## config.mk

```make
export PLATFORM = sky130hd
export DESIGN_NAME = matrix_keypad_scanner
export DESIGN_NICKNAME = d
export VERILOG_FILES = /design/src/hw/keypad_pkg.sv /design/src/hw/scan_if.sv /design/src/hw/key_sampler.sv /design/src/hw/matrix_keypad_scanner.sv
export SDC_FILE = /design/constraint.sdc
export NUM_CORES = 1
export LEC_CHECK = 0
export BUFFER_PORTS_ARGS = -buffer_cell sky130_fd_sc_hd__buf_4
export CAP_MARGIN = 10
export CORE_MARGIN = 5
export CORE_UTILIZATION = 51
export DETAILED_ROUTE_END_ITERATION = 7
export GPL_TIMING_DRIVEN = 0
export PLACE_DENSITY = 0.78
export REMOVE_ABC_BUFFERS = 1
export SETUP_SLACK_MARGIN = 0.02
export SLEW_MARGIN = 20
export SYNTH_ARGS = -nofsm -noshare
export SYNTH_HDL_FRONTEND = slang
export SYNTH_SLANG_ARGS = --single-unit
```

## constraint.sdc

```tcl
create_clock -name clock -period 2.1 [get_ports clock]
set_clock_uncertainty 0.2 [all_clocks]
set_input_delay 0.21 -clock clock [delete_from_list [all_inputs] [get_ports clock]]
set_output_delay 0.21 -clock clock [all_outputs]
set_load 0.01 [all_outputs]
```

## src/hw/keypad_pkg.sv

```systemverilog
package keypad_pkg;

  // ----------------------------------------------------------------
  // port geometry
  // ----------------------------------------------------------------
  localparam int PORT_W  = 8;
  localparam int LINES_W = 4;

  // ----------------------------------------------------------------
  // timing
  // ----------------------------------------------------------------
  localparam int CLK_PERIOD_NS = 8;
  // least settling time after a drive change, rounded up to cycles
  localparam int SETTLE_NS     = 1000;
  localparam int SETTLE_CYCLES =
    (SETTLE_NS + CLK_PERIOD_NS - 1) / CLK_PERIOD_NS;
  localparam int CNT_W         = 8;

  // ----------------------------------------------------------------
  // reset values and fixed scan constants
  // ----------------------------------------------------------------
  localparam logic [7:0] PULLUP_ALL   = 8'hff;
  localparam logic [7:0] PIN_OUT_RST  = 8'hff;
  localparam logic [7:0] PIN_OE_RST   = 8'h00;
  localparam logic [1:0] PHASE_FIRST  = 2'h0;
  localparam logic [1:0] PHASE_LAST   = 2'h3;
  localparam logic [3:0] SENSE_IDLE   = 4'hf;
  localparam logic [3:0] DRIVE_OE     = 4'hf;
  localparam logic [3:0] SENSE_OE     = 4'h0;

  // ----------------------------------------------------------------
  // scan states
  // ----------------------------------------------------------------
  typedef enum logic [1:0] {
    ST_IDLE   = 2'b00,
    ST_SETTLE = 2'b01,
    ST_SAMPLE = 2'b10,
    ST_DECIDE = 2'b11
  } scan_state_t;

endpackage : keypad_pkg

```

## src/hw/scan_if.sv

```systemverilog
`timescale 1ns/100ps
interface scan_if;
  logic       sample;
  logic [3:0] sense;
  logic       hit;
  logic [1:0] col;

  modport scanner (output sample, output sense, input hit, input col);
  modport sampler (input sample, input sense, output hit, output col);
endinterface : scan_if

```

## src/hw/key_sampler.sv

```systemverilog
`timescale 1ns/100ps
module key_sampler
  import keypad_pkg::*;
(
  // clock and reset
  input  wire logic clock,
  input  wire logic rstn,
  // sense nibble in, decoded column out
  scan_if.sampler   sif
);

  logic       hit_ff;
  logic [1:0] col_ff;
  logic       nxt_hit;
  logic [1:0] nxt_col;

  // ----------------------------------------------------------------
  // decode: highest sense line wins, all high means nothing pressed
  // ----------------------------------------------------------------
  always_comb begin
    nxt_hit = hit_ff;
    nxt_col = col_ff;
    if (sif.sample) begin
      nxt_hit = (sif.sense != SENSE_IDLE);
      if (!sif.sense[3]) begin
        nxt_col = 2'h3;
      end else if (!sif.sense[2]) begin
        nxt_col = 2'h2;
      end else if (!sif.sense[1]) begin
        nxt_col = 2'h1;
      end else begin
        nxt_col = 2'h0;
      end
    end
  end

  always_ff @(posedge clock or negedge rstn) begin
    if (!rstn) begin
      hit_ff <= 1'b0;
      col_ff <= 2'h0;
    end else begin
      hit_ff <= nxt_hit;
      col_ff <= nxt_col;
    end
  end

  assign sif.hit = hit_ff;
  assign sif.col = col_ff;

  property p_no_key_when_idle;
    @(posedge clock) disable iff (!rstn)
    sif.sample && (sif.sense == SENSE_IDLE) |=> !hit_ff;
  endproperty
  a_no_key_when_idle: assert property (p_no_key_when_idle)
    else $error("hit reported with all sense lines high");

endmodule : key_sampler

```

## src/hw/matrix_keypad_scanner.sv

```systemverilog
`timescale 1ns/100ps
module matrix_keypad_scanner
  import keypad_pkg::*;
#(
  parameter int SETTLE_CYC = SETTLE_CYCLES
)(
  // clock and reset
  input  wire logic              clock,
  input  wire logic              rstn,
  // mode select and general-purpose side
  input  wire logic              keypad_en,
  input  wire logic [PORT_W-1:0] gpio_out,
  input  wire logic [PORT_W-1:0] gpio_oe,
  output logic      [PORT_W-1:0] gpio_in,
  // port pins
  input  wire logic [PORT_W-1:0] pin_in,
  output logic      [PORT_W-1:0] pin_out,
  output logic      [PORT_W-1:0] pin_oe,
  output logic      [PORT_W-1:0] pin_pullup,
  // key report
  output logic      [3:0]        key_code,
  output logic                   key_valid,
  output logic                   key_event
);

  // ----------------------------------------------------------------
  // pin synchronisers
  // ----------------------------------------------------------------
  logic [PORT_W-1:0] meta_ff;
  logic [PORT_W-1:0] sync_ff;

  always_ff @(posedge clock or negedge rstn) begin
    if (!rstn) begin
      meta_ff <= PIN_OUT_RST;
      sync_ff <= PIN_OUT_RST;
    end else begin
      meta_ff <= pin_in;
      sync_ff <= meta_ff;
    end
  end

  // ----------------------------------------------------------------
  // scan sequencer
  // ----------------------------------------------------------------
  scan_if sif ();

  key_sampler key_sampler_i (
    .clock (clock),
    .rstn  (rstn),
    .sif   (sif)
  );

  scan_state_t      state_ff,  nxt_state;
  logic [CNT_W-1:0] cnt_ff,    nxt_cnt;
  logic [1:0]       phase_ff,  nxt_phase;
  logic             found_ff,  nxt_found;
  logic [3:0]       acc_ff,    nxt_acc;
  logic [3:0]       code_ff,   nxt_code;
  logic             valid_ff,  nxt_valid;
  logic             event_ff,  nxt_event;
  logic [1:0]       low_line;

  localparam logic [CNT_W-1:0] SETTLE_LAST = CNT_W'(SETTLE_CYC - 1);

  // phase 0 pulls drive_line_3, phase 3 pulls drive_line_0
  assign low_line   = PHASE_LAST - phase_ff;
  assign sif.sample = (state_ff == ST_SAMPLE);
  assign sif.sense  = sync_ff[7:4];

  always_comb begin
    nxt_state = state_ff;
    nxt_cnt   = cnt_ff;
    nxt_phase = phase_ff;
    nxt_found = found_ff;
    nxt_acc   = acc_ff;
    nxt_code  = code_ff;
    nxt_valid = valid_ff;
    nxt_event = 1'b0;
    if (!keypad_en) begin
      nxt_state = ST_IDLE;
      nxt_valid = 1'b0;
      nxt_found = 1'b0;
    end else begin
      case (state_ff)
        ST_IDLE: begin
          nxt_state = ST_SETTLE;
          nxt_cnt   = '0;
          nxt_phase = PHASE_FIRST;
          nxt_found = 1'b0;
        end
        ST_SETTLE: begin
          // the drive lines just changed; wait for the matrix to settle
          if (cnt_ff == SETTLE_LAST) begin
            nxt_state = ST_SAMPLE;
          end else begin
            nxt_cnt = cnt_ff + 1'b1;
          end
        end
        ST_SAMPLE: begin
          nxt_state = ST_DECIDE;
        end
        ST_DECIDE: begin
          // first hit in scan order wins, so key 15 outranks key 0
          if (sif.hit && !found_ff) begin
            nxt_found = 1'b1;
            nxt_acc   = {low_line, sif.col};
          end
          nxt_state = ST_SETTLE;
          nxt_cnt   = '0;
          nxt_phase = phase_ff + 1'b1;
          if (phase_ff == PHASE_LAST) begin
            nxt_found = 1'b0;
            nxt_valid = found_ff || sif.hit;
            nxt_code  = found_ff ? acc_ff : {low_line, sif.col};
            nxt_event = nxt_valid && (!valid_ff || nxt_code != code_ff);
          end
        end
        default: begin
          nxt_state = ST_IDLE;
        end
      endcase
    end
  end

  always_ff @(posedge clock or negedge rstn) begin
    if (!rstn) begin
      state_ff <= ST_IDLE;
      cnt_ff   <= '0;
      phase_ff <= PHASE_FIRST;
      found_ff <= 1'b0;
      acc_ff   <= 4'h0;
      code_ff  <= 4'h0;
      valid_ff <= 1'b0;
      event_ff <= 1'b0;
    end else begin
      state_ff <= nxt_state;
      cnt_ff   <= nxt_cnt;
      phase_ff <= nxt_phase;
      found_ff <= nxt_found;
      acc_ff   <= nxt_acc;
      code_ff  <= nxt_code;
      valid_ff <= nxt_valid;
      event_ff <= nxt_event;
    end
  end

  // ----------------------------------------------------------------
  // pin drivers
  // ----------------------------------------------------------------
  logic [PORT_W-1:0] out_ff, nxt_out;
  logic [PORT_W-1:0] oe_ff,  nxt_oe;
  logic [PORT_W-1:0] pu_ff;
  logic [1:0]        nxt_low;

  // drive lines are pushed high actively, never left to the pull-ups,
  // so the unselected rows cannot float into a false hit
  always_comb begin
    nxt_low = PHASE_LAST - nxt_phase;
    if (keypad_en) begin
      nxt_out = {SENSE_IDLE, ~(4'h1 << nxt_low)};
      nxt_oe  = {SENSE_OE, DRIVE_OE};
    end else begin
      nxt_out = gpio_out;
      nxt_oe  = gpio_oe;
    end
  end

  always_ff @(posedge clock or negedge rstn) begin
    if (!rstn) begin
      out_ff <= PIN_OUT_RST;
      oe_ff  <= PIN_OE_RST;
      pu_ff  <= PULLUP_ALL;
    end else begin
      out_ff <= nxt_out;
      oe_ff  <= nxt_oe;
      pu_ff  <= PULLUP_ALL;
    end
  end

  assign pin_out    = out_ff;
  assign pin_oe     = oe_ff;
  assign pin_pullup = pu_ff;
  assign gpio_in    = sync_ff;
  assign key_code   = code_ff;
  assign key_valid  = valid_ff;
  assign key_event  = event_ff;

  // ----------------------------------------------------------------
  // assertions
  // ----------------------------------------------------------------
  property p_phase0_drive;
    @(posedge clock) disable iff (!rstn)
    keypad_en && state_ff == ST_SAMPLE && phase_ff == 2'h0
      |-> out_ff[3:0] == 4'h7 && oe_ff == 8'h0f;
  endproperty
  a_phase0_drive: assert property (p_phase0_drive)
    else $error("phase 0 does not pull drive_line_3 alone");

  property p_phase1_drive;
    @(posedge clock) disable iff (!rstn)
    keypad_en && state_ff == ST_SAMPLE && phase_ff == 2'h1
      |-> out_ff[3:0] == 4'hb;
  endproperty
  a_phase1_drive: assert property (p_phase1_drive)
    else $error("phase 1 does not pull drive_line_2 alone");

  property p_phase2_drive;
    @(posedge clock) disable iff (!rstn)
    keypad_en && state_ff == ST_SAMPLE && phase_ff == 2'h2
      |-> out_ff[3:0] == 4'hd;
  endproperty
  a_phase2_drive: assert property (p_phase2_drive)
    else $error("phase 2 does not pull drive_line_1 alone");

  property p_phase3_key;
    @(posedge clock) disable iff (!rstn)
    keypad_en && state_ff == ST_SAMPLE && phase_ff == 2'h3 && !found_ff
      && sync_ff[7:4] == 4'he ##1 keypad_en
      |=> valid_ff && code_ff == 4'h0;
  endproperty
  a_phase3_key: assert property (p_phase3_key)
    else $error("sense_line_4 low in last phase is not key 0");

  property p_pullups;
    @(posedge clock) disable iff (!rstn)
    pu_ff == PULLUP_ALL;
  endproperty
  a_pullups: assert property (p_pullups)
    else $error("pull-up missing on a port line");

  property p_gpio_release;
    @(posedge clock) disable iff (!rstn)
    !keypad_en |=> oe_ff == $past(gpio_oe) && out_ff == $past(gpio_out)
      && !valid_ff;
  endproperty
  a_gpio_release: assert property (p_gpio_release)
    else $error("port not released to general-purpose use");

  property p_settle_hold;
    @(posedge clock) disable iff (!rstn)
    keypad_en && state_ff == ST_SETTLE && cnt_ff != SETTLE_LAST
      |=> !keypad_en || state_ff == ST_SETTLE;
  endproperty
  a_settle_hold: assert property (p_settle_hold)
    else $error("sample taken before settling ended");

  property p_phase_advance;
    @(posedge clock) disable iff (!rstn)
    keypad_en && state_ff == ST_DECIDE ##1 keypad_en
      |-> state_ff == ST_SETTLE && phase_ff == $past(phase_ff) + 2'h1;
  endproperty
  a_phase_advance: assert property (p_phase_advance)
    else $error("scan did not move to the next phase");

  c_key_reported: cover property (@(posedge clock) disable iff (!rstn)
    $rose(valid_ff));
  c_key15: cover property (@(posedge clock) disable iff (!rstn)
    valid_ff && code_ff == 4'hf);
  c_gpio_mode: cover property (@(posedge clock) disable iff (!rstn)
    !keypad_en ##1 keypad_en);

endmodule : matrix_keypad_scanner

```

==> results.txt, run 1 <==
- Max-slew violation total from the final report: 0
- Post-Syn Instances: between 200 and 250
* Count of filler cells inserted in the layout: 252
- Async set-or-reset flop fraction in the synthesized netlist: 1.00
- For this run, the leading register cell type out of synthesis is dfrtp_1.
- Status: completed
- In this run the deepest clock path goes through 2 buffers.
- Summing all flip-flop and latch instances after layout gives between 1000 and 1500 um^2.
- Post-synth top cells: dfrtp_1, dfstp_2, nand2_1
- Data required time of the worst path: 2.16 ns
- Peak ir drop on the vdd network: between 0.0007 and 0.0008 V
- The setup path with the least slack is of type register to register.
* Post-DP HPWL: 3.02 mm
- At the end of the flow the core is filled with cells to 0.761.
- Clock tree synthesis found a total of 58 sinks.
- By area the synthesized netlist is led by dfrtp_1, dfstp_2, ha_1, nand2_1, buf_4.
- Portion of synthesized cell area occupied by the leading cell type: 0.358
* Length of the first detailed-routing pass in iterations: 4
- After detailed routing, the number of vias per cell comes to 5.13.
- Placed standard-cell area: 2810 um^2
* Most instantiated library cell after synthesis: dfrtp_1
* DRC viols: 0
- Routed len/inst: between 15 and 20 um
* Total global routing overflow: 0
- Counting flops with a built-in enable in the synthesized netlist gives 0.
- Wires add up to 5.78 mm.
- Summing all multi-input logic gate instances after layout gives roughly 860 um^2.
- The floorplan step set the die height to about 80 um.
- In this run the worst hold path is classified as input port to register.
- Total non-filler cell area in the finished layout: 3380 um^2
- Growth of design area from synthesis to finish: 42.1%
- The first routing iteration left 120 violations.
- The via count of the first global-routing pass is 1900.
- Post-synthesis sequential element count: 58
- Worst slew slack as a fraction of its limit: 0.545
- Tot GR Track Use: 0.201
- The tree is rooted in a clkbuf_8.
- At the end of routability-driven placement, the weighted congestion stood at 0.801.
* Post-layout nets: between 300 and 400
* DIE WIDTH: 78.3 um
- Setup repair after global routing left no endpoint under its margin.
- Non-filler cells in the finished layout: 349
- Warnings from Yosys: 0
- Leakage power: ~1.5 nW
* Clk Latency, worst-skew pair: about 0.34 ns
* Highest fanout seen on the critical path: 6
- In this run the remaining antenna-violating nets after routing total 0.
- In this run the power density over the cells is between 900 and 1000 nW/um^2.
* Floorplan core area: approximately 4400 um^2
* Distinct cell type count of the synthesized netlist: 36
- Crit path time final: 2.01 ns
- Starting Density: 0.535
- STA classifies the critical path startpoint as a register.
- Capturing element type of the critical path: register
* Synthesized area: around 2400 um^2
- In the final layout, the share of cells above drive strength 1 is 0.401.
* Worst Hold Margin: 0.0667 ns
- Number of I/O port buffers: 56
* Slew at the pin closest to its max-slew limit: 0.682 ns
- TritonCTS built the clock tree.
* Io pins: 65
- For this run, the top clock speed supported by timing is 0.497 GHz.
- Of the synthesized area, sequential elements account for 0.623.
- Each instance of the synthesized netlist takes up on average 11.8 um^2.
- Clock-pin slew was measured on the worst setup and hold paths at 0.07 ns.
- Entering global routing, the biggest net connects 59 pins.
* Deepest level of the CTS H-tree: 3
- The first global-routing pass estimated 9.29 mm of wire.
- The number of failing hold endpoints at the final stage came to 0.
- The synthesized design spends more area on one cell type than any other, namely dfrtp_1.
* Final worst path period share: 0.958
* Routed via count: 1791
- Setup violations remaining at the end of the flow were counted as 0.
* Count of max-cap constraint violations: 0
- Total die area: 6130 um^2
- At the worst endpoint, the arrival time is 2.07 ns.
* Initial antenna violation count: 0
* Clock buffers created by TritonCTS: 9
- Counting tap cells, the placed design contains a total of 303 instances.
- Row generation in the floorplan step produced 24 rows.
* Diodes inserted: 0
metal layers:
| metal | wire length (um) | part of all wire | vias to the layer above | global-route usage |
|---|---|---|---|---|
| met5 | 0 | 0 | - | 0 |
| li1 | - | - | 850 | - |
| met4 | 144 | 0.025 | 0 | 0.103 |
| met1 | 2210 | 0.38 | 860 | 0.227 |
| met3 | 409 | 0.071 | 13 | 0.0721 |
| met2 | 3020 | 0.52 | 68 | 0.335 |
worst max-delay path, stage by stage, from the launching register on:
cell and delay, ns:
dfrtp_2 0.45, inv_1 0.14, ha_4 0.25, nand2b_4 0.09, o211ai_1 0.18, or4_1 0.46
a21oi_1 0.16
state kept, by name, indices dropped and copies added, names as in the netlist:
signal,flops
phase_ff,2
state_ff,2
key_sampler_i.sif.col,2
acc_ff,4
found_ff,1
pin_out,8
gpio_in,8
key_event,1
cnt_ff,8
key_valid,1
key_code,4
pin_oe,8
key_sampler_i.sif.hit,1
meta_ff,8
per-stage QoR:
stage,worst slack (ns),total power [mW],setup TNS (ns)
3_5_place_dp,-0.0930,2.00,-0.281
4_1_cts,0.0445,3.25,0
3_3_place_gp,-0.0159,1.98,-0.0289
5_1_grt,0.0170,3.55,0
2_1_floorplan,0.170,1.78,0
6_report,0.0887,3.38,0
power breakdown:
part	total (mW)	internal, mW	switching (mW)
combinational	0.802	0.390	0.412
sequential	1.40	1.28	0.117
clock	1.18	0.703	0.473
path summary, 6_finish.rpt:
path	from	end	slack, ns	cells past startpoint
worst max-delay path	state_ff[0]$_DFFE_PN0P_	cnt_ff[3]$_DFFE_PN0P_	0.09	6
worst min-delay path	keypad_en	pin_oe[5]$_DFF_PN0_	0.07	2
worst max register to register	state_ff[0]$_DFFE_PN0P_	cnt_ff[3]$_DFFE_PN0P_	0.09	6
worst min register to register	meta_ff[7]$_DFF_PN1_	gpio_in[7]$_DFF_PN1_	0.16	0
max in group asynchronous	rstn	state_ff[0]$_DFFE_PN0P_	0.94	2
min in group asynchronous	rstn	pin_oe[4]$_DFF_PN0_	0.27	2
cell type report:
cell class | instances | share of cell area
flip-flops and latches | 58 | 0.439
inverters | 8 | 0.00888
clock inverters | 5 | 0.0185
multi-input cells | 129 | 0.254
repair buffers | 86 | 0.209
clock buffers | 11 | 0.0514
well taps | 52 | 0.0192
kinds of logic after synthesis:
logic type,synth area share
buffers and inverters,0.0468
AOI/OAI and AO/OA,0.0873
DFF,0.623
adders and majority gates,0.0421
and+or+nand+nor,0.140
other,0.00158
muxes,0.0410
xor gates and xnor gates,0.0184
cells in the final DEF, fill, tap and decap left out, types with 3 or more instances in the layout:
master / n
mux2i_1: 3
dfrtp_1: 33
o31ai_1: 3
dlygate4sd3_1: 25
o21ai_0: 7
or4_1: 3
mux2_1: 4
buf_4: 61
conb_1: 8
nand2_1: 18
nor2b_1: 6
a21oi_1: 10
or2_2: 8
ha_1: 6
nor2_1: 16
xnor2_1: 5
o21ai_1: 4
dfstp_2: 24
clkbuf_8: 9
inv_1: 6
repair_timing:
action,4_1_cts,5_1_grt
hold buffers,25,0
endpoints found under the hold margin,58,0
setup endpoints to repair,8,8
buffers inserted,2,3
pin swaps,0,3
gates resized for setup,2,8
Power figures use the tool's default switching activity.
==> inputs of run 2 (changes only) <==
--- a/config.mk
+++ b/config.mk
@@ -7,11 +7,12 @@
 export LEC_CHECK = 0
 export BUFFER_PORTS_ARGS = -buffer_cell sky130_fd_sc_hd__buf_4
 export CAP_MARGIN = 10
+export CORE_ASPECT_RATIO = 1.4
 export CORE_MARGIN = 5
-export CORE_UTILIZATION = 51
+export CORE_UTILIZATION = 48
 export DETAILED_ROUTE_END_ITERATION = 7
 export GPL_TIMING_DRIVEN = 0
-export PLACE_DENSITY = 0.78
+export PLACE_DENSITY = 0.74
 export REMOVE_ABC_BUFFERS = 1
 export SETUP_SLACK_MARGIN = 0.02
 export SLEW_MARGIN = 20
==> run 2 against run 1 <==
  * Clock power down 8%
  * Count of clock-buffer cells in the layout up 1
  * Non-clock buffer count up 1
  * Cell area down 0.63%
  * Hold slack better by 0.014 ns
  * Sequential power about the same
  * Wire length down 8.4%
  * Power down 3.3%
  * Combinational power down 1%
  * Via count down 1.9%
  * Critical endpoint is now cnt_ff[5]$_DFFE_PN0P_
==> results.txt, run 2 (synthesis results as in run 1) <==
- Switching power: 0.933 mW
- Clk Latency, worst-skew pair: 0.33 ns
- The max-slew violation count was 0.
* Number of global-route vias before repair: around 1900
- Final weighted congestion in routability-driven placement: 0.782
- The floorplan has 30 rows.
- Floorplan core area: ~4800 um^2
* Footprint of the multi-input gates: 837 um^2
* Slew at the pin closest to its max-slew limit: 0.695 ns
- Of the total power, the share spent switching nets is 0.286.
* Worst slew slack as a fraction of its limit: 0.537
* Most common cell after layout, fill and taps aside: buf_4
* Number of I/O port buffers: between 50 and 60
- Wire segments on met3 add up to 292 um in the final route.
* Setup TNS after final layout: 0 ns
- Placed standard-cell area: 2820 um^2
- Counting the fill cells in the layout gives 355.
- For this design the static power due to leakage is 1.51 nW.
- DIE WIDTH: a little under 70 um
- 65 I/O pins were placed.
* Number of sinks handled by clock tree synthesis: 58
- Of the total power, the clock network draws 0.330.
* Proportion of layout cells with a drive suffix above 1: 0.399
- IR analysis of the VDD net gives a maximum drop of 0.000607 V.
- The final layout contains routed wiring with a total length of 5.29 mm.
- The H-tree was split into 3 levels.
- After global routing the overflow that remains totals 0.
* Routed via count: 1757
- Kind of launch point of the worst setup path: register
- Met2 Routed Length: roughly 3.0 mm
* Routed len/inst: ~15 um
* Status: completed
- Max Root-Sink Buffers: 2
- Of the total power, combinational logic draws 0.243.
- STA puts the critical path data required time at 2.15 ns.
- Starting DRC count in detailed routing: 92
- In this run the worst path has a maximum fanout of 5.
- Crit path time final: 2.02 ns
* Total of endpoints with negative setup slack in the final report: 0
- Across the run, the number of max-cap violations was 0.
- Final Hold Vio Count: 0
- Most frequent cells in the layout: buf_4, dfrtp_1, dlygate4sd3_1
- STA puts the critical path data arrival time at 2.07 ns.
- Entering global routing, the biggest net connects between 50 and 60 pins.
- Capturing element type of the critical path: register
* Antenna Nets Post-Route: 0
* Root cell of the clock tree: clkbuf_8
- The path class of the tightest hold or removal check is input port to register.
* Cell-internal power: 2.33 mW
- The number of antenna violations at the first check in global routing was 0.
- The first global-routing pass estimated 8.57 mm of wire.
- Growth of design area from synthesis to finish: 41.2%
* WL met1: 1.90 mm
* Clock edge transition at the registers on the reported setup and hold paths: ~0.060 ns
* Pwr per Cell Area: 972 nW/um^2
* Vias/cell: approximately 4.9
- Across every metal layer, demand over resource in global routing totals 0.172.
- Power comes to 3.27 mW.
- Length of the first detailed-routing pass in iterations: 4
- Of the available clock period, the critical path in the final layout requires 0.960.
* Max Clock Freq: 0.496 GHz
- Reg area: 1480 um^2
- Signal routing reaches up to met4.
- Power share of the sequential group: 0.427
- The net count of the finished layout is ~330.
* Post-DP HPWL: between 3 and 4 mm
- DRC viols: 0
- Clock buffers created by TritonCTS: 9
- Die Span Y: ~93 um
- The die covers 6480 um^2.
- Diodes inserted: 0
- TritonCTS built the clock tree.
- Worst Path Class, Setup: register to register
- The initial utilization of the core area, before any placement, comes to 0.491.
- Total non-filler cell area in the finished layout: 3360 um^2
-- run 2: metrics by stage --
stage	setup slack, ns	utilization	cells	hold slack (ns)
2_1_floorplan	0.170	-	195	-0.286
3_3_place_gp	-0.0284	0.583	315	0.106
3_5_place_dp	-0.0948	0.583	315	0.105
4_1_cts	0.0378	0.683	358	0.0677
5_1_grt	-0.0267	0.694	362	0.0881
6_report	0.0841	0.694	362	0.0805
-- run 2: critical path, cell delays in order (launching register included) --
cell	delay [ns]
dfrtp_1	0.42
inv_1	0.07
ha_1	0.21
nand4b_1	0.14
o211ai_1	0.16
buf_4	0.20
or4_1	0.39
a21oi_1	0.15
-- run 2: final timing paths --
| kind | startpoint | end | slack (ns) | depth (start not counted) |
|---|---|---|---|---|
| min reg2reg | meta_ff[1]$_DFF_PN1_ | gpio_in[1]$_DFF_PN1_ | 0.16 | 0 |
| max in group asynchronous | rstn | state_ff[0]$_DFFE_PN0P_ | 0.95 | 2 |
| max | cnt_ff[0]$_DFFE_PN0P_ | cnt_ff[5]$_DFFE_PN0P_ | 0.08 | 7 |
| min in group asynchronous | rstn | cnt_ff[6]$_DFFE_PN0P_ | 0.27 | 2 |
| min | keypad_en | pin_oe[6]$_DFF_PN0_ | 0.08 | 2 |
| max reg2reg | cnt_ff[0]$_DFFE_PN0P_ | cnt_ff[5]$_DFFE_PN0P_ | 0.08 | 7 |
-- run 2: power groups by stage --
| stage | registers, mW | logic (mW) | clock network [mW] |
|---|---|---|---|
| 2_1_floorplan | 1.40 | 0.385 | 0 |
| 3_3_place_gp | 1.40 | 0.584 | 0 |
| 3_5_place_dp | 1.41 | 0.604 | 0 |
| 4_1_cts | 1.39 | 0.673 | 1.10 |
| 5_1_grt | 1.42 | 0.878 | 1.14 |
| 6_report | 1.40 | 0.792 | 1.08 |
-- run 2: cell type report --
cell class | count | share of cell area
Timing Repair Buffer | 87 | 0.213
Clock buffer | 12 | 0.0495
Multi-Input combinational cell | 129 | 0.249
Sequential cell | 58 | 0.441
Inverter | 8 | 0.00894
Tap cell | 64 | 0.0238
Clock inverter | 4 | 0.0142
-- run 2: timing repair --
item,in CTS,in global routing
gates cloned,0,0
buffers inserted,2,4
pin swaps,0,1
setup endpoints to repair,7,9
hold buffers,25,0
resized for setup,1,7
endpoints found under the hold margin,58,0
-- run 2: per-layer routing --
metal / vias up / GRT usage
met5: - / 0
met3: 9 / 0.0430
met4: 0 / 0.112
met1: 842 / 0.179
li1: 854 / -
met2: 52 / 0.305
==> inputs of run 3 (changes only) <==
==> constraint.sdc (replaced) <==
create_clock -name clock -period 2.1 [get_ports clock]
set_clock_uncertainty 0.2 [all_clocks]
set_input_delay 0.42 -clock clock [delete_from_list [all_inputs] [get_ports clock]]
set_output_delay 0.42 -clock clock [all_outputs]
set_load 0.01 [all_outputs]
==> run 3 against run 2 <==
  * Clock power about the same
  * Sequential share of layout area grew 2.2 points
  * Cell count decreased by 4.4%
  * Wire length fell by 8.4%
  * Critical path type unchanged
  * Critical endpoint is now cnt_ff[7]$_DFFE_PN0P_
  * Largest power group unchanged
  * Highest routed layer unchanged
==> results.txt, run 3 (synthesis results as in run 1) <==
* Routing usage on met2: 0.275
- Placed standard-cell area: 2820 um^2
- The die covers 6480 um^2.
- The number of antenna violations at the first check in global routing came to 0.
* Met1 layer usage reported by global route: 0.161
* Combinational group share of total power: 0.236
* Total non-filler cell area in the finished layout: 3200 um^2
- Non-filler cells in the finished layout: 346
- The first detailed-routing pass ran for 4 iterations.
- Most frequent cells in the layout: buf_4, dfrtp_1, dfstp_2
* Status: completed
- Final Hold Vio Count: 0
- Once placement completed, the tool counted placed cells totaling around 320.
- Max Clock Freq: between 0.4 and 0.5 GHz
- Data on the critical path arrives at its endpoint at roughly 2.1 ns.
- Cell-internal power: 2.31 mW
- The total area inside the core boundary comes to 4840 um^2.
- Setup slack closes at 0.0888 ns.
- Setup violations remaining at the end of the flow were counted as 0.
- Clock latency on the worst-skew pair, taken at its later pin, is 0.32 ns.
* Final weighted congestion in routability-driven placement: roughly 0.78
- Antenna Nets Post-Route: 0
- Routed len/inst: ~14 um
- The min-delay analysis places its worst path in the category input port to register.
- Max Root-Sink Buffers: 2
* Count of max-cap constraint violations: 0
- For the pin with the worst max-slew slack, the measured transition is between 0.6 and 0.7 ns.
- The endpoint identified for the worst register-to-register timing path is cnt_ff[7]$_DFFE_PN0P_.
* Number of sinks handled by clock tree synthesis: 58
- The first global-routing pass estimated 7.84 mm of wire.
* Number of I/O port buffers: 56
- The library cell used most frequently in the layout, excluding fill and tap cells, is buf_4.
- Final worst path period share: 0.958
* Switching power: 0.913 mW
* Root cell of the clock tree: clkbuf_8
- STA classifies the critical path startpoint as a register.
* Vias/cell: just under 5
- Number of global-route vias before repair: 1714
- The analysis attributes to cell leakage a power of about 1.4 nW.
- Worst reg2reg setup slack: between 0.08 and 0.09 ns
* Terminating pin of the worst hold path: pin_oe[0]$_DFF_PN0_
- The routed layout has approximately 1700 vias.
* Worst Hold Margin: approximately 0.08 ns
- Switching share of power: 0.283
- The H-tree was split into 3 levels.
* Data required time of the worst path: 2.15 ns
- GRT busiest layer: met2
- The area growth from synthesis to layout is 34.4%.
- DIE WIDTH: between 60 and 70 um
- R2r worst-path depth: 7
* Highest fanout seen on the critical path: 5
- Min-delay src: gpio_oe[0]
- Peak ir drop on the vdd network: 0.000601 V
- Hold Path Cell Cnt: 2
* Clock buffers created by TritonCTS: 9
- Clock tree from TritonCTS: built
* Setup TNS after final layout: 0 ns
* Tot GR Track Use: 0.157
- Total global routing overflow: 0
- After detailed routing, the total wire length is 4.85 mm.
- The share of total power dissipated in the clock network is 0.332.
- For this configuration, the core starts out at a cell density of 0.491.
* Starting DRC count in detailed routing: 57
- For the finished layout, the period the worst path requires is 2.01 ns.
- At the end of the flow the core is filled with cells to 0.660.
- Of the total power, registers draw 0.432.
* Proportion of layout cells with a drive suffix above 1: 0.418
- After layout, the design draws a total of 3.22 mW.
* Post-DP HPWL: 3.13 mm
- The critical path in this run is classified as register to register.
* Post-layout nets: 312
* Met3 layer usage reported by global route: 0.0409
- Max-slew violation total from the final report: 0
- Clock edge transition at the registers on the reported setup and hold paths: roughly 0.06 ns
- Diodes inserted: 0
- STA classifies the critical path endpoint as a register.
- Number of core rows: 30
- Measured against its own limit, the worst slew margin works out to 0.536.
- In the routed design, unresolved DRC markers number 0.
- Prior to clock tree synthesis, the placed netlist has a worst setup slack of -0.0948 ns.
* Pwr per Cell Area: between 1000 and 1500 nW/um^2
* Die Span Y: roughly 93 um
* Worst setup path startpoint: cnt_ff[0]$_DFFE_PN0P_
- Entering global routing, the biggest net connects slightly below 60 pins.
- R2R Path Start: cnt_ff[0]$_DFFE_PN0P_
- Pin placement for this block handled 65 I/O pins.
## run 3: cell types whose count changed in the layout (fill, tap and decap cells not counted)
| cell | previous run | this run |
|---|---|---|
| dlygate4sd3_1 | 25 | 9 |
| nor2b_1 | 6 | 7 |
| nor2b_2 | 1 | 0 |
## run 3: cell type report
type	count	area, um^2
multi-input cells	129	835
clock inverters	4	47.5
inverters	8	30.0
fillers	393	1650
well taps	64	80.1
clock buffers	12	166
flip-flops and latches	58	1480
repair buffers	71	556
## run 3: how the worst max path moves through the flow
stage | end | slack [ns] | cells after the start
after floorplan | cnt_ff[7]$_DFFE_PN0P_ | 0.17 | 6
after global routing | cnt_ff[5]$_DFFE_PN0P_ | -0.02 | 7
after detailed placement | cnt_ff[3]$_DFFE_PN0P_ | -0.09 | 6
after CTS | pin_out[2]$_DFF_PN1_ | 0.04 | 7
final | cnt_ff[7]$_DFFE_PN0P_ | 0.09 | 7
after global placement | cnt_ff[3]$_DFFE_PN0P_ | -0.03 | 6
## run 3: timing repair
action                                  CTS  global route
pin swaps                                 0             3
endpoints found under the hold margin    42             0
resized for setup                         1             6
setup buffers                             2             4
hold buffers                              9             0
endpoints found under the setup margin    7             9
## run 3: layer usage
metal  vias to the layer above  part of all wire
li1                        824                 -
met1                       793              0.37
met2                        60              0.54
met3                        11             0.059
met4                         0             0.032
met5                         -                 0
## run 3: power groups by stage
stage / clock network (mW) / logic, mW / registers, mW
5_1_grt: 1.14 / 0.843 / 1.42
6_report: 1.07 / 0.759 / 1.39
2_1_floorplan: 0 / 0.385 / 1.40
4_1_cts: 1.10 / 0.649 / 1.39
3_3_place_gp: 0 / 0.584 / 1.40
3_5_place_dp: 0 / 0.604 / 1.41
## run 3: worst max-delay path, cell delays in order (launching register included)
cell      delay, ns
dfrtp_1        0.42
inv_1          0.07
ha_1           0.21
nand4b_1       0.15
o211ai_1       0.16
buf_4          0.20
or4_1          0.39
a21oi_1        0.14
